**config.mk**
```make
export PLATFORM = sky130hd
export DESIGN_NAME = rsbc_seq
export DESIGN_NICKNAME = d
export VERILOG_FILES = /design/src/core/rsbc_seq.v
export VERILOG_INCLUDE_DIRS = /design/src /design/src/core
export SDC_FILE = /design/constraint.sdc
export NUM_CORES = 1
export LEC_CHECK = 0
export BUFFER_PORTS_ARGS = -buffer_cell sky130_fd_sc_hd__buf_4
export CAP_MARGIN = 30
export CORE_AREA = 3 3 124 126
export DETAILED_ROUTE_END_ITERATION = 8
export DIE_AREA = 0 0 127 129
export GPL_TIMING_DRIVEN = 0
export PLACE_DENSITY = 0.83
export SETUP_SLACK_MARGIN = 0.05
export SYNTH_ARGS = -nofsm -noshare
export SYNTH_HDL_FRONTEND = slang
export SYNTH_SLANG_ARGS = --single-unit
```
**constraint.sdc**
```tcl
create_clock -name clk_i -period 3.7 [get_ports clk_i]
set_clock_uncertainty 0.15 [all_clocks]
set_input_delay 0.185 -clock clk_i [delete_from_list [all_inputs] [get_ports clk_i]]
set_output_delay 0.185 -clock clk_i [all_outputs]
set_load 0.05 [all_outputs]
```
**src/core/rsbc_map.vh**
```
// constants for the reset, self-test, boot load and clock mode block
`ifndef RSBC_MAP_VH
`define RSBC_MAP_VH
// register byte offsets
`define RSBC_CTRL_OFS     8'h00
`define RSBC_STATUS_OFS   8'h04
`define RSBC_ROMDATA_OFS  8'h08
`define RSBC_BCCFG_OFS    8'h0c
// control register fields
`define RSBC_CTRL_RATIO_LSB  0
`define RSBC_CTRL_RATIO_MSB  1
`define RSBC_CTRL_RST        2'h0
// board cache configuration: write-enable pulse width in cpu cycles
`define RSBC_BCCFG_WE_LSB    0
`define RSBC_BCCFG_WE_MSB    3
`define RSBC_BCCFG_RST       4'h1
// ratio codes and system clock ratios
`define RSBC_RC_3   2'h0
`define RSBC_RC_4   2'h1
`define RSBC_RC_15  2'h2
`define RSBC_RATIO_3   4'h3
`define RSBC_RATIO_4   4'h4
`define RSBC_RATIO_15  4'hf
// self-test end, cpu cycles from first system clock edge
`define RSBC_BUILT_IN_SELF_TEST_R3    24'd67935
`define RSBC_BUILT_IN_SELF_TEST_R4    24'd78888
`define RSBC_BUILT_IN_SELF_TEST_R15   24'd199380
// boot rom load end, cpu cycles
`define RSBC_ROM_R3     24'd13224651
`define RSBC_ROM_R4     24'd13224776
`define RSBC_ROM_R15    24'd13224780
// boot rom clock period and its halves, cpu cycles
`define RSBC_ROM_PER    7'd126
`define RSBC_ROM_HALF   7'd63
// clock mode encodings
`define RSBC_CM_DIV2    2'h0
`define RSBC_CM_DIV1    2'h1
`define RSBC_CM_DIV4    2'h2
`define RSBC_CM_CKRST   2'h3
// fifo shape
`define RSBC_FIFO_W     8
`define RSBC_FIFO_D     8
`endif

```
**src/core/rsbc_seq.v**
```verilog
// reset sequencer with self-test, boot rom load and clock modes
`timescale 1ns/1ns
`include "rsbc_map.vh"

// small fifo holding assembled boot rom bytes
module rsbc_fifo
#(
   parameter W = 8,
   parameter D = 8,
   parameter A = 3
)
(
   // clock and reset
   input  wire         clk_i,
   input  wire         rst_i,
   // fill side
   input  wire         in_valid_i,
   output wire         in_ready_o,
   input  wire [W-1:0] in_data_i,
   // drain side
   output wire         out_valid_o,
   input  wire         out_ready_i,
   output wire [W-1:0] out_data_o
);
   reg [W-1:0] mem_r [0:D-1];
   reg [A-1:0] wp_r;
   reg [A-1:0] rp_r;
   reg [A:0]   cnt_r;
   wire        push;
   wire        pop;

   // flags from the fill count
   assign in_ready_o  = (cnt_r != D);
   assign out_valid_o = (cnt_r != 0);
   assign out_data_o  = mem_r[rp_r];
   assign push = in_valid_i & in_ready_o;
   assign pop  = out_valid_o & out_ready_i;

   // pointers and count
   always @(posedge clk_i)
   begin
      if (rst_i)
      begin
         wp_r  <= {A{1'b0}};
         rp_r  <= {A{1'b0}};
         cnt_r <= {(A+1){1'b0}};
      end
      else
      begin
         if (push)
            wp_r <= (wp_r == D-1) ? {A{1'b0}} : wp_r + 1'b1;
         if (pop)
            rp_r <= (rp_r == D-1) ? {A{1'b0}} : rp_r + 1'b1;
         if (push & ~pop)
            cnt_r <= cnt_r + 1'b1;
         else if (pop & ~push)
            cnt_r <= cnt_r - 1'b1;
      end
   end

   // storage, one generate entry per word
   genvar g;
   generate
      for (g = 0; g < D; g = g + 1)
      begin : g_ent
         always @(posedge clk_i)
         begin
            if (push && wp_r == g)
               mem_r[g] <= in_data_i;
         end
      end
   endgenerate
endmodule // rsbc_fifo

// top: sequencer, clock modes, cache write pulses, wishbone slave
module rsbc_seq
#(
   parameter [23:0] BUILT_IN_SELF_TEST_R3  = `RSBC_BUILT_IN_SELF_TEST_R3,
   parameter [23:0] BUILT_IN_SELF_TEST_R4  = `RSBC_BUILT_IN_SELF_TEST_R4,
   parameter [23:0] BUILT_IN_SELF_TEST_R15 = `RSBC_BUILT_IN_SELF_TEST_R15,
   parameter [23:0] ROM_R3   = `RSBC_ROM_R3,
   parameter [23:0] ROM_R4   = `RSBC_ROM_R4,
   parameter [23:0] ROM_R15  = `RSBC_ROM_R15
)
(
   // clock and reset
   input  wire        clk_i,
   input  wire        rst_i,
   // wishbone slave
   input  wire        cyc_i,
   input  wire        stb_i,
   input  wire        we_i,
   input  wire [7:0]  adr_i,
   input  wire [3:0]  sel_i,
   input  wire [31:0] dat_i,
   output reg  [31:0] dat_o,
   output reg         ack_o,
   // asynchronous board pins
   input  wire        ext_reset_n_i,
   input  wire        power_good_input_i,
   input  wire [1:0]  clk_mode_i,
   input  wire        ref_clk_i,
   // boot rom
   input  wire        rom_present_n_i,
   input  wire        rom_data_i,
   output reg         rom_clk_o,
   output reg         rom_oe_n_o,
   // sequencer and clock outputs
   output reg         int_reset_o,
   output reg         osc_en_o,
   output reg         sys_en_o,
   output reg         system_clock_output_pair_h_o,
   output reg         system_clock_output_pair_l_o,
   // board cache write enables
   input  wire        bc_write_i,
   output reg         data_ram_we_o,
   output reg         tag_ram_we_o
);
   // sequencer states
   localparam [2:0] S_RST  = 3'd0;
   localparam [2:0] S_EDGE = 3'd1;
   localparam [2:0] S_BUILT_IN_SELF_TEST = 3'd2;
   localparam [2:0] S_ROM  = 3'd3;
   localparam [2:0] S_DONE = 3'd4;

   reg  [6:0]  s1_r;
   reg  [6:0]  s2_r;
   wire        ext_rst_n;
   wire        pgood;
   wire [1:0]  cmode;
   wire        ref_s;
   wire        rom_pres_n;
   wire        rom_bit;
   reg         ref_d_r;
   reg  [1:0]  ratio_sel_r;
   reg  [3:0]  we_width_r;
   reg  [3:0]  ratio;
   reg  [23:0] built_in_self_test_end;
   reg  [23:0] rom_end;
   reg  [3:0]  sdiv_r;
   reg  [1:0]  odiv_r;
   reg  [2:0]  st_r;
   reg  [2:0]  st_nxt;
   reg  [23:0] cnt_r;
   reg  [6:0]  rcnt_r;
   reg  [7:0]  shf_r;
   reg  [2:0]  bits_r;
   reg         push_r;
   reg  [3:0]  we_cnt_r;
   wire        f_ready;
   wire        f_valid;
   wire [7:0]  f_data;
   wire        f_pop;
   wire        stall;
   wire        req;

   // two-flop synchroniser for every asynchronous pin
   always @(posedge clk_i)
   begin
      if (rst_i)
      begin
         s1_r <= 7'h00;
         s2_r <= 7'h00;
      end
      else
      begin
         s1_r <= {rom_data_i, rom_present_n_i, ref_clk_i,
                  clk_mode_i, power_good_input_i, ext_reset_n_i};
         s2_r <= s1_r;
      end
   end
   assign ext_rst_n  = s2_r[0];
   assign pgood      = s2_r[1];
   assign cmode      = s2_r[3:2];
   assign ref_s      = s2_r[4];
   assign rom_pres_n = s2_r[5];
   assign rom_bit    = s2_r[6];

   // ratio and end counts from the selected ratio code
   always @*
   begin
      case (ratio_sel_r)
         `RSBC_RC_4:
         begin
            ratio    = `RSBC_RATIO_4;
            built_in_self_test_end = BUILT_IN_SELF_TEST_R4;
            rom_end  = ROM_R4;
         end
         `RSBC_RC_15:
         begin
            ratio    = `RSBC_RATIO_15;
            built_in_self_test_end = BUILT_IN_SELF_TEST_R15;
            rom_end  = ROM_R15;
         end
         default:
         begin
            ratio    = `RSBC_RATIO_3;
            built_in_self_test_end = BUILT_IN_SELF_TEST_R3;
            rom_end  = ROM_R3;
         end
      endcase
   end

   // oscillator divider: internal clock enable per clock mode
   always @(posedge clk_i)
   begin
      if (rst_i)
      begin
         odiv_r   <= 2'h0;
         osc_en_o <= 1'b0;
      end
      else
      begin
         odiv_r <= odiv_r + 1'b1;
         case (cmode)
            `RSBC_CM_DIV1: osc_en_o <= 1'b1;
            `RSBC_CM_DIV4: osc_en_o <= (odiv_r == 2'h3);
            `RSBC_CM_DIV2: osc_en_o <= odiv_r[0];
            default:       osc_en_o <= odiv_r[0];
         endcase
      end
   end

   // system clock generator, realigned to the reference edge in divide-by-four mode
   always @(posedge clk_i)
   begin
      if (rst_i)
      begin
         ref_d_r  <= 1'b0;
         sdiv_r   <= 4'h0;
         sys_en_o <= 1'b0;
         system_clock_output_pair_h_o <= 1'b0;
         system_clock_output_pair_l_o <= 1'b1;
      end
      else
      begin
         ref_d_r <= ref_s;
         if (cmode == `RSBC_CM_CKRST)
         begin
            // held in a known state for tester alignment
            sdiv_r   <= 4'h0;
            sys_en_o <= 1'b0;
            system_clock_output_pair_h_o <= 1'b0;
            system_clock_output_pair_l_o <= 1'b1;
         end
         else
         begin
            if (cmode == `RSBC_CM_DIV4 && ref_s && !ref_d_r)
               sdiv_r <= 4'h1;
            else if (sdiv_r == ratio - 4'h1)
               sdiv_r <= 4'h0;
            else
               sdiv_r <= sdiv_r + 4'h1;
            sys_en_o <= (sdiv_r == ratio - 4'h1);
            system_clock_output_pair_h_o <= (sdiv_r < {1'b0, ratio[3:1]});
            system_clock_output_pair_l_o <= ~(sdiv_r < {1'b0, ratio[3:1]});
         end
      end
   end

   // the load stalls in the cycle a byte is pushed and while the byte fifo is full
   assign stall = push_r | ~f_ready;

   // sequencer next state
   always @*
   begin
      st_nxt = st_r;
      case (st_r)
         S_RST:
            if (ext_rst_n && pgood)
               st_nxt = S_EDGE;
         S_EDGE:
            if (sys_en_o)
               st_nxt = S_BUILT_IN_SELF_TEST;
         S_BUILT_IN_SELF_TEST:
            if (cnt_r == built_in_self_test_end)
               st_nxt = rom_pres_n ? S_DONE : S_ROM;
         S_ROM:
            if (cnt_r == rom_end)
               st_nxt = S_DONE;
         S_DONE:
            st_nxt = S_DONE;
         default:
            st_nxt = S_RST;
      endcase
      if (!ext_rst_n || !pgood)
         st_nxt = S_RST;
   end

   // sequencer, cycle counter and boot rom shifter
   always @(posedge clk_i)
   begin
      if (rst_i)
      begin
         st_r        <= S_RST;
         cnt_r       <= 24'h000000;
         rcnt_r      <= 7'h00;
         shf_r       <= 8'h00;
         bits_r      <= 3'h0;
         push_r      <= 1'b0;
         int_reset_o <= 1'b1;
         rom_clk_o   <= 1'b0;
         rom_oe_n_o  <= 1'b1;
      end
      else
      begin
         st_r   <= st_nxt;
         push_r <= 1'b0;
         // internal reset drops only in the done state
         int_reset_o <= (st_nxt != S_DONE);
         rom_oe_n_o  <= (st_nxt != S_ROM);
         if (st_r == S_EDGE)
            cnt_r <= 24'h000001;
         else if (st_r == S_BUILT_IN_SELF_TEST)
            cnt_r <= cnt_r + 24'h000001;
         else if (st_r == S_ROM && !stall)
            cnt_r <= cnt_r + 24'h000001;
         else if (st_r == S_RST)
            cnt_r <= 24'h000000;
         if (st_r != S_ROM)
         begin
            rcnt_r    <= 7'h00;
            bits_r    <= 3'h0;
            rom_clk_o <= 1'b0;
         end
         else if (!stall)
         begin
            // period of 126 unstalled cycles, stretched by stalls, never shortened
            if (rcnt_r == `RSBC_ROM_PER - 7'd1)
               rcnt_r <= 7'h00;
            else
               rcnt_r <= rcnt_r + 7'h01;
            rom_clk_o <= (rcnt_r == `RSBC_ROM_HALF - 7'd1) ? 1'b1 :
                         (rcnt_r == `RSBC_ROM_PER - 7'd1) ? 1'b0 :
                         rom_clk_o;
            // late sample leaves the rom its full data delay
            if (rcnt_r == `RSBC_ROM_PER - 7'd1)
            begin
               shf_r  <= {rom_bit, shf_r[7:1]};
               bits_r <= bits_r + 3'h1;
               if (bits_r == 3'h7)
                  push_r <= 1'b1;
            end
         end
      end
   end

   // byte buffer between rom load and software
   rsbc_fifo
   #(
      .W (`RSBC_FIFO_W),
      .D (`RSBC_FIFO_D),
      .A (3)
   )
   u_fifo
   (
      .clk_i       (clk_i),
      .rst_i       (rst_i),
      .in_valid_i  (push_r),
      .in_ready_o  (f_ready),
      .in_data_i   (shf_r),
      .out_valid_o (f_valid),
      .out_ready_i (f_pop),
      .out_data_o  (f_data)
   );

   // board cache write-enable pulses on the cpu clock
   always @(posedge clk_i)
   begin
      if (rst_i)
      begin
         we_cnt_r      <= 4'h0;
         data_ram_we_o <= 1'b0;
         tag_ram_we_o  <= 1'b0;
      end
      else
      begin
         if (bc_write_i && we_cnt_r == 4'h0 && we_width_r != 4'h0)
            we_cnt_r <= we_width_r;
         else if (we_cnt_r != 4'h0)
            we_cnt_r <= we_cnt_r - 4'h1;
         data_ram_we_o <= (we_cnt_r > 4'h1) ||
                          (bc_write_i && we_cnt_r == 4'h0 &&
                           we_width_r != 4'h0);
         tag_ram_we_o  <= (we_cnt_r > 4'h1) ||
                          (bc_write_i && we_cnt_r == 4'h0 &&
                           we_width_r != 4'h0);
      end
   end

   // wishbone: ack one cycle after request, then one idle cycle
   assign req   = cyc_i & stb_i & ~ack_o;
   assign f_pop = req & ~we_i & (adr_i == `RSBC_ROMDATA_OFS) & f_valid;

   always @(posedge clk_i)
   begin
      if (rst_i)
      begin
         ack_o       <= 1'b0;
         dat_o       <= 32'h00000000;
         ratio_sel_r <= `RSBC_CTRL_RST;
         we_width_r  <= `RSBC_BCCFG_RST;
      end
      else
      begin
         ack_o <= req;
         if (req && we_i && sel_i[0])
         begin
            if (adr_i == `RSBC_CTRL_OFS)
               ratio_sel_r <=
                  dat_i[`RSBC_CTRL_RATIO_MSB:`RSBC_CTRL_RATIO_LSB];
            if (adr_i == `RSBC_BCCFG_OFS)
               we_width_r <= dat_i[`RSBC_BCCFG_WE_MSB:`RSBC_BCCFG_WE_LSB];
         end
         if (req && !we_i)
         begin
            case (adr_i)
               `RSBC_CTRL_OFS:
                  dat_o <= {30'h00000000, ratio_sel_r};
               `RSBC_STATUS_OFS:
                  dat_o <= {22'h000000, f_valid, ~f_ready, cmode,
                            rom_oe_n_o, int_reset_o, 1'b0, st_r};
               `RSBC_ROMDATA_OFS:
                  dat_o <= {23'h000000, f_valid, f_data};
               `RSBC_BCCFG_OFS:
                  dat_o <= {28'h0000000, we_width_r};
               default:
                  dat_o <= 32'h00000000;
            endcase
         end
      end
   end
endmodule // rsbc_seq

```
After elaboration in Yosys (flattened, before gate mapping)
Memories as Yosys holds them, arrays and structs flattened. A register that Yosys moved wholly into a read port is not among the register bits.
Cells that the tools add are included.
W data, S select, Z words.

word-level totals
  register bits after elaboration = 128
  RAM bits = 64
  bits of input ports = 57
  output and inout bits = 42
  word-level logic and storage cells = 213
  memories kept = 1

memories
  memory        depth  bits a word  rd ports  clocked after memory_dff  write ports  RTL line       RTL
  u_fifo.mem_r  8      8            1         1                         1            rsbc_seq.v:25  reg [W-1:0] mem_r [0:D-1];

cells by class
  add/subtract/negate cells = 11
  magnitude comparators = 2
  eq/ne operators = 31
  mux-type cells = 67
  bitwise operators = 19
  reductions and logical operators = 53

operator list
  kind                     number
  $mux W24                 3
  $mux W8                  7
  $reduce_or A8 Y1         7
  $mux W3                  17
  $eq A24 B24 Y1           2
  $pmux W10 S4             1
  $pmux W18 S2             1
  $mux W1                  29
  $add A24 B1 Y24 const B  1
  $eq A3 B3 Y1 const B     7
  $pmux W9 S2              1
  $logic_and A1 B1 Y1      17
  $eq A8 B4 Y1 const B     2
  $mux W4                  4
  $reduce_bool A4 Y1       4
  $pmux W3 S5              1
  $eq A3 B2 Y1 const B     4
  $sub A4 B1 Y4 const B    3
  $add A3 B1 Y3 const B    3
  $and A1 B1 Y1            9
  $not A1 Y1               9
  $add A4 B1 Y4 const B    2
  $eq A2 B2 Y1 const B     4
  $eq A8 B3 Y1 const B     1
  other kinds (27)         44

Depth between registers and ports, before layout
Gate-level depths: netlist of run 1.

  depth after elaboration = 13
  gate-level depth with buffers = 13

Hierarchy
Synthesis of run 1 repeated with hierarchy kept, for this count alone.

second synthesis, totals
  cell total of the unflattened synthesis = 691
  area total of the unflattened synthesis = 7882.6 um^2

modules (own cells, without submodules)
  module     instances  cells each  area an instance (um^2)  seq. area each (um^2)
  rsbc_seq   1          521         4695.8                   1921.8
  rsbc_fifo  1          170         3186.8                   2182.1

Worst setup path after synthesis of run 1
Ideal clock, no wire load.

  path kind = flip-flop to flip-flop
  start point = register ack_o
  end point = register u_fifo.cnt_r[3]
  library setup time = 0.071 ns
  data arrival time = 2.697 ns
  setup slack = 0.782 ns
  stages on the path, launching flop included = 14
  path buffers = 2
  clock period less this slack = 2.918 ns
  path through = dfxtp_1 > nand4bb_1 > clkbuf_1 > nor2_1 > nand2b_1 > buf_6 > ha_1 > inv_1 > ha_1 > a21o_1 > a21oi_1 > xnor2_1 > or3_1 > a21oi_1

between the ends
  cells in the longest elaborated chain, start to end = 9
  elaborated cells on any way between the ends = 11

RTL lines
  what                                           RTL line        RTL
  start: declaration                             rsbc_seq.v:97   output reg ack_o,
  start signal: assignment                       rsbc_seq.v:406  ack_o <= req;
  $not A1 Y1 *                                   rsbc_seq.v:392  assign req = cyc_i & stb_i & ~ack_o;
  $and A1 B1 Y1 *                                rsbc_seq.v:392
  $and A1 B1 Y1 * (3 in a row)                   rsbc_seq.v:393  assign f_pop = req & ~we_i & (adr_i == `RSBC_ROMDATA_OFS) & f_valid;
  $and A1 B1 Y1 *                                rsbc_seq.v:37   assign pop = out_valid_o & out_ready_i;
  $not A1 Y1                                     rsbc_seq.v:54   if (push & ~pop)
  $and A1 B1 Y1                                  rsbc_seq.v:54
  $mux W4 or $reduce_bool A2 Y1 (tied branches)  -
  end signal: assignment                         rsbc_seq.v:46   cnt_r <= {(A+1){1'b0}};
  end signal: assignment                         rsbc_seq.v:55   cnt_r <= cnt_r + 1'b1;
  end signal: assignment                         rsbc_seq.v:57   cnt_r <= cnt_r - 1'b1;
  end: declaration                               rsbc_seq.v:28   reg [A:0] cnt_r;

Mark *: on every way between the ends. The rest lies on a longest branch, timed or not.
A chain may end at the register's enable or synchronous reset.

Worst setup path after layout of run 1
  start point = register u_fifo.cnt_r[1]
  end point = register u_fifo.cnt_r[3]

between the ends
  elaborated cells on any way between the ends = 14

RTL lines
  what                                 RTL line       RTL
  $ne A4 B4 Y1 *                       rsbc_seq.v:33  assign in_ready_o = (cnt_r != D);
  $and A1 B1 Y1 *                      rsbc_seq.v:36  assign push = in_valid_i & in_ready_o;
  named net u_fifo.push                rsbc_seq.v:29  wire push;
  $not A1 Y1                           rsbc_seq.v:56  else if (pop & ~push)
  $and A1 B1 Y1                        rsbc_seq.v:56
  $reduce_bool A2 Y1 (no source line)  -

The timed path passes the listed nets; every way through them passes the cells marked *. The select of a mux whose other input is x is not followed.

==> impl_summary.md, run 1 <==
Setup path
The critical path goes through or4b_4 -> nand2_1 -> clkinv_1 -> ha_1 -> inv_1 -> ha_1 -> a21o_1 -> a21oi_1 -> xnor2_1 -> or3_1 -> a21oi_1. The cell family contributing the most delay on the critical path is simple AND/OR/NAND/NOR gates. The critical-path cell with the highest stage delay is or4b_4. STA classifies the critical path endpoint as a flip-flop. The data arrival time of the critical path is 3.29 ns. The number of buffers and inverters on the critical path is 2. The path type of the worst setup path is flip-flop to flip-flop. For the worst setup path, the data required time is 3.92 ns. On the worst path, the slowest cell contributes a delay of 0.60 ns. STA classifies the critical path startpoint as a flip-flop. In this run the worst path has a maximum fanout of 10.

Timing
Headroom to the max-slew limit came out at 47.53%. The final critical path takes up 83.11% of the cycle. The final worst hold slack is 0.09928 ns. Setup violations remaining at the end of the flow were counted as 0.

The count of final max-slew check failures is 0. The maximum clock frequency is 0.3252 GHz. The post-route minimum period is 3.075 ns. The minimum setup slack in the final design is 0.6250 ns.

Setup repair after global routing left no endpoint under its margin. The count of final hold-check violations is 0. The total negative slack for setup checks is 0 ns.

For the pin with the worst max-slew slack, the measured transition is 0.7870 ns.

Routing
The detail-routed via count per cell is 5.634. Detailed routing placed a total of 8.834 mm of wire on met2. The final layout contains routed wiring with a total length of 16.98 mm. The routed metal-1 wirelength is 6.877 mm. The final antenna-violating net count is 0. After the first detailed-routing iteration, the DRC count stood at 408. The total number of vias is 5628.

The count of TritonRoute iterations in the first routing pass is 5. Wire segments on met3 add up to 909 um in the final route. The uppermost signal routing layer after detailed routing is met4. After detailed routing, the average wire length per cell comes to 16.99 um.

The final routed DRC violation total is 0.

Synthesis
During synthesis, Yosys emitted a total of 0 warnings. Yosys mapped a number of flops with a built-in enable equal to 64. The xor and xnor area share after synthesis is 2.118%. The number of distinct library cells after synthesis is 70. Sorting the synthesized cells by how often they occur yields 109 x dfxtp_1, 76 x nor2_1, 64 x edfxtp_1, 34 x nand2_1, 31 x ha_1. Counting every instance in the synthesized netlist gives 702.

The synthesized design contains 173 register bits. The cell area after synthesis is 7858 um2. dfxtp_1 takes more of the synthesized area than any other cell. Counting flops with an async set or reset pin after synthesis yields a share of 0%. After synthesis, the largest family of logic cells by area is simple AND/OR/NAND/NOR gates. The top cell type by area accounts for 27.77% of the synthesized area. The mean instance size in the synthesized netlist is 11.19 um2. After Yosys synthesis, full adders, half adders and majority gates account for 5.191% of the synthesized area.

The prevailing post-synth register cell is dfxtp_1. The most frequent cell after synthesis is dfxtp_1. The post-synthesis share of cell area spent on and, or, nand and nor gates is 18.06%.

The synthesized netlist devotes 8.232% of its cell area to compound gates. Summing the sequential cell areas from Yosys gives 52.23% of the chip area. The mux cell area share after synthesis is 8.439%. By area the synthesized netlist is led by dfxtp_1 28%, edfxtp_1 24%, ha_1 4.9%, mux4_2 4.6%, nor2_1 3.6%.

Clock tree
CTS placed an instance of clkbuf_16 at the clock tree root. TritonCTS built the clock tree. For this design, the sink count on the clock tree is 173.

The total CTS buffers is 17. The maximum level of the CTS H-tree is 4. After clock tree synthesis, the clock-pin slew on the worst setup and hold paths is 0.08 ns. For the worst-skew pair, the clock arrives at the later sink with an insertion delay of 0.44 ns. Counting along the longest clock path gives a buffer depth of 2. The quantity of gates resized following cts is 0.

Run
The total of max-cap violations is 0.

Placement
The minimum setup slack after placement is 0.6330 ns. The final HPWL from detailed placement is 11.18 mm. The congestion estimate from routability-driven global placement came to 0.8587. The count of buffers added on input and output ports is 44.

GRT
The number of global-route vias before repair is 5357. The initial antenna violation count is 0. The total overflow left after global routing is 0. The total track usage is 21.21%. The pin count of the biggest net entering global routing is 22.

The first global-routing pass estimated 27.10 mm of wire.

Final layout
The number of fillers in the final layout is 1063. Across the whole layout, storage elements account for 4104 um2. The area of the multi-input gates is 3386 um2. The fraction of final layout cells with drive strength greater than 1 is 18.28%.

The synthesis-to-layout area growth is 18.23%. The number of diodes is 0. The layout net count is 891.

Worst hold path
The path class of the tightest hold or removal check is input pin to flip-flop.

Outcome
The run finished with clean final reports.

Die
The number of cell rows is 44. For this design the top-level I/O count stands at 99. The die covers 16380 um2. The die span in x is 127 um.

After floorplanning, the core was sized to cover 14420 um2. The height of the die is 129 um. The starting utilization of the core area is 54.48%.

Power and ir drop
The maximum ir drop on the vdd rail is 0.3654 mV. The analysis attributes to cell leakage a power of 3.463 nW. Power spread over the standard cell area amounts to 463.4 nW/um2. Total power for the finished layout comes to 4.305 mW.
==> layer usage <==
metal	up-vias	global-route usage, %
met4	0	7.319
li1	2724	-
met2	176	38.20
met5	-	0
met3	37	4.774
met1	2691	25.05
==> final timing paths <==
| check | from | to | slack [ns] | depth (start not counted) |
|---|---|---|---|---|
| min reg2reg | s1_r[0] | s2_r[0] | 0.30 | 1 |
| max reg2reg | u_fifo.cnt_r[1] | u_fifo.cnt_r[3] | 0.63 | 11 |
| min | adr_i[6] | dat_o[3] | 0.1 | 5 |
| max | u_fifo.cnt_r[1] | u_fifo.cnt_r[3] | 0.63 | 11 |
==> sequential cells by signal, summed over array words and instances, names as in the netlist, 3 cells and up, named ones only <==
register	count
cnt_r	24
u_fifo.mem_r	64
rcnt_r	7
sdiv_r	4
st_r	3
s2_r	7
shf_r	8
we_cnt_r	4
s1_r	7
u_fifo.wp_r	3
dat_o	10
bits_r	3
we_width_r	4
u_fifo.cnt_r	4
u_fifo.rp_r	3
==> metrics by stage <==
stage	std cells	util (%)	instance area, um2
floorplan	723	-	7936
global placement	951	58.91	8497
detailed placement	951	58.91	8497
CTS	999	64.41	9290
global route	999	64.41	9290
finish	999	64.41	9290
==> cells in the final DEF, fill, tap and decap left out, drive strengths merged, types with 9 or more instances in the layout <==
cell type      n
clkbuf        32
a21oi         28
and3          13
conb          22
mux2i         28
xor2          11
ha            31
nor2          76
o21ai         12
nand2         34
nand4         11
nor2b         19
buf           82
dlygate4sd3   16
nand3         28
nor3          18
a211oi         9
mux4          16
dfxtp        109
edfxtp        64
inv           29
or3           10
==> worst reg2reg max path, cell delays in order (launching register included) <==
cell      delay, ns
dfxtp_1        0.39
or4b_4         0.60
nand2_1        0.16
clkinv_1       0.23
ha_1           0.28
inv_1          0.12
ha_1           0.24
a21o_1         0.15
a21oi_1        0.16
xnor2_1        0.09
or3_1          0.30
a21oi_1        0.14
==> final cells by class <==
| type | count | area share (%) |
|---|---|---|
| clock buffers | 17 | 4.579 |
| flip-flops and latches | 173 | 44.18 |
| well taps | 184 | 2.478 |
| plain buffers | 54 | 3.879 |
| repair buffers | 60 | 5.279 |
| inverters | 23 | 0.9293 |
| clock inverters | 15 | 2.236 |
| multi-input cells | 473 | 36.44 |
==> power by group <==
group,switching (mW),internal [mW],total (mW)
Sequential,0.0314,2.01,2.04
Clock,0.898,0.935,1.83
Combinational,0.275,0.161,0.436
==> cell families after synthesis <==
logic type               Yosys count
buffers and inverters             77
AND/OR/NAND/NOR                  257
XOR/XNOR                          19
other                              1
multiplexers                      46
AO/OA/AOI/OAI                     97
adder cells (fa/ha/maj)           32
flip-flops                       173
==> repair_timing <==
item	4_1_cts	5_1_grt
hold endpoints to repair	19	0
setup buffers	0	0
hold buffers	16	0
(Power assumes the default switching activity.)
==> run 2, diff against run 1 <==
- clock period: 3.7 -> 3.15 ns (I/O delays scaled with it)
==> impl_summary.md, run 2 (synthesis results as in run 1) <==
Outcome
The run finished with clean final reports.

Power and ir drop
IR analysis of the VDD net gives a maximum drop of 0.4297 mV. In this run the power density over the cells is 543.9 nW/um2. For this design the static power due to leakage is 3.466 nW. Summing internal, switching and leakage power gives 5.060 mW.

Clock tree
The later pin in the worst-skew pair is clocked with a latency of 0.44 ns. The clock drives 173 sinks. Buffers inserted during clock tree synthesis total 17. In this run the clock root is driven by a clkbuf_16. The clock tree from TritonCTS is done. The clock passes through at most 2 buffers. Clock-pin slew was measured on the worst setup and hold paths at 0.08 ns. The clock tree synthesis step divided the H-tree into 4 levels.

GRT
Across every metal layer, demand over resource in global routing totals 21.21%. Entering global routing, the biggest net connects 22 pins. The number of global-route vias before repair came to 5357. The initial antenna violation count was 0. The first global-routing pass estimated 27.10 mm of wire. For this run the aggregate overflow at the end of global routing stands at 0.

Placement
The global placer's final weighted congestion is 0.8587. The count of input and output buffers is 44. Timing analysis after detailed placement gives a worst setup slack of 0.08296 ns. Once detailed placement completed, the half-perimeter wirelength came to 11.18 mm.

Die
The height of the die is 129 um. The die is 127 um wide. Once the floorplan was initialized, standard cells occupied 54.48% of the core. The total die area is 16380 um2. The core region area is 14420 um2. In this run the core area contains 44 standard-cell rows. 99 I/O pins were placed.

Routing
The routed layout has 5598 vias. For this block, the routed nets add up to 16.99 mm of wire. In the final routed layout, each cell accounts on average for 16.99 um.

After detailed routing, the number of remaining DRC violations is 0. In this run the remaining antenna-violating nets after routing total 0. The DRC violation total after the first TritonRoute iteration is 442. For this run, the detailed router's first-pass iteration total came to 4. The detail-routed via count per cell is 5.598.

Timing
The maximum clock frequency is 0.3466 GHz. The final worst hold slack is 0.07126 ns. Setup total negative slack on the finished layout was measured at 0 ns. The share of the clock period used by the worst path is 91.60%. In this run the tightest slew margin relative to its limit is 47.03%. The minimum setup slack in the final design is 0.2645 ns. Setup violations remaining at the end of the flow were counted as 0. The count of final max-slew check failures is 0.

The count of final hold-check violations is 0. Setup repair after global routing left no endpoint under its margin. The measured slew at the worst slew-check pin is 0.7945 ns.

Counting I/O delays and the setup requirement, the final critical path takes 2.886 ns.

Setup path
The slowest stage of the critical path belongs to the cell dlygate4sd3_1. In this run the critical register-to-register path is captured at u_fifo.cnt_r[3]. The depth of the worst register-to-register path is 13.

The highest cell delay on the worst timing path is 0.54 ns. The type of element launching the critical path is an input pin. The required time reported for the critical path endpoint is 3.37 ns. The cell class contributing the biggest share of worst-path delay is buffers and inverters. The top fanout value on the critical path is 9. In this run the critical register-to-register path is launched from ack_o.

In this run the register-to-register setup slack is 0.27 ns. At the worst endpoint, the arrival time is 3.10 ns. The signal on the critical path passes through dlygate4sd3_1 -> buf_4 -> nand4bb_1 -> clkbuf_1 -> nor2_1 -> nand2b_1 -> buf_6 -> ha_1 -> inv_1 -> ha_1 -> a21o_1 -> a21oi_1 -> xnor2_1 -> or3_1 -> a21oi_1.

The critical path startpoint is we_i. The number of buffers and inverters on the critical path is 5. The path type of the worst setup path is input pin to flip-flop. The type of destination of the critical path is a flip-flop.

Final layout
From synthesis to final layout, the design area changed by 18.41%. The register with the most flip-flops is u_fifo.mem_r. Leaving out fill and tap cells, the most frequent cells in the layout are 109 x dfxtp_1, 76 x nor2_1, 71 x buf_4. The layout net count is 892. Cells with a size suffix above 1 make up 18.63% of the layout. In the final layout, flip-flops and latches occupy 4104 um2. The largest registers in the layout are u_fifo.mem_r: 64 flops, cnt_r: 24 flops, dat_o: 10 flops. In the final layout, the multi-input gates occupy 3388 um2. Cells fill 64.50% of the core in the end.

The number of fillers in the final layout is 1061. The library cell used most frequently in the layout, excluding fill and tap cells, is dfxtp_1. The repair_antennas step left the layout with diodes totalling 0. The flip-flop count of the largest register, all copies and words added is 64.

Worst hold path
The path with the worst hold slack has its endpoint at dat_o[3]. The class of the worst hold path is input pin to flip-flop. The number of cells traversed by the worst hold path is 5. The startpoint of the tightest hold check path is adr_i[6].

Run
The total of max-cap violations is 0.
[run 2: changes by cell type in the layout (fill, tap and decap cells not counted)]
cell        previous run  this run
nand2_1               34        33
clkinvlp_4             1         2
nand2_2                0         1
buf_4                 70        71
clkinv_1               1         0
[run 2: worst max-delay path by stage]
stage / to / cells past startpoint
2_1_floorplan: u_fifo.cnt_r[3] / 13
3_3_place_gp: u_fifo.cnt_r[3] / 11
3_5_place_dp: u_fifo.cnt_r[3] / 11
4_1_cts: u_fifo.cnt_r[3] / 11
5_1_grt: u_fifo.cnt_r[3] / 13
6_report: u_fifo.cnt_r[3] / 15
[run 2: stage by stage]
step | std cells | cell area (um2)
global placement | 951 | 8497
floorplan | 723 | 7936
global route | 1000 | 9304
detailed placement | 951 | 8497
finish | 1000 | 9304
CTS | 999 | 9290
[run 2: where the power goes]
part | switching [mW] | internal [mW]
clock network | 1.06 | 1.10
logic | 0.323 | 0.190
registers | 0.0368 | 2.36
[run 2: timing repair]
item,4_1_cts,5_1_grt
hold endpoints to repair,20,0
hold buffers,16,0
setup buffers,0,1
gates resized for setup,0,2
setup endpoints to repair,0,1
[run 2: cell type report]
class / count / area share [%]
Buffer: 54 / 3.873
Clock buffer: 17 / 4.572
Clock inverter: 15 / 2.232
Inverter: 23 / 0.9683
Multi-Input combinational cell: 473 / 36.42
Sequential cell: 173 / 44.11
Tap cell: 184 / 2.474
Timing Repair Buffer: 61 / 5.352
[run 2: worst register-to-register path, delay by kind of cell, from the launching register on]
kind            cells  cell delay (ns)
simple gates        4             0.69
buf+inv             3             0.55
flops               1             0.41
compound gates      3             0.45
xor+xnor            1             0.09
fa+ha+maj           2             0.46
[run 2: metal layers]
layer	up-vias	routed length, um	GRT usage, %
met2	180	8829	38.20
met5	-	0	0
met3	35	965	4.774
li1	2719	-	-
met1	2664	6829	25.05
met4	0	370	7.319
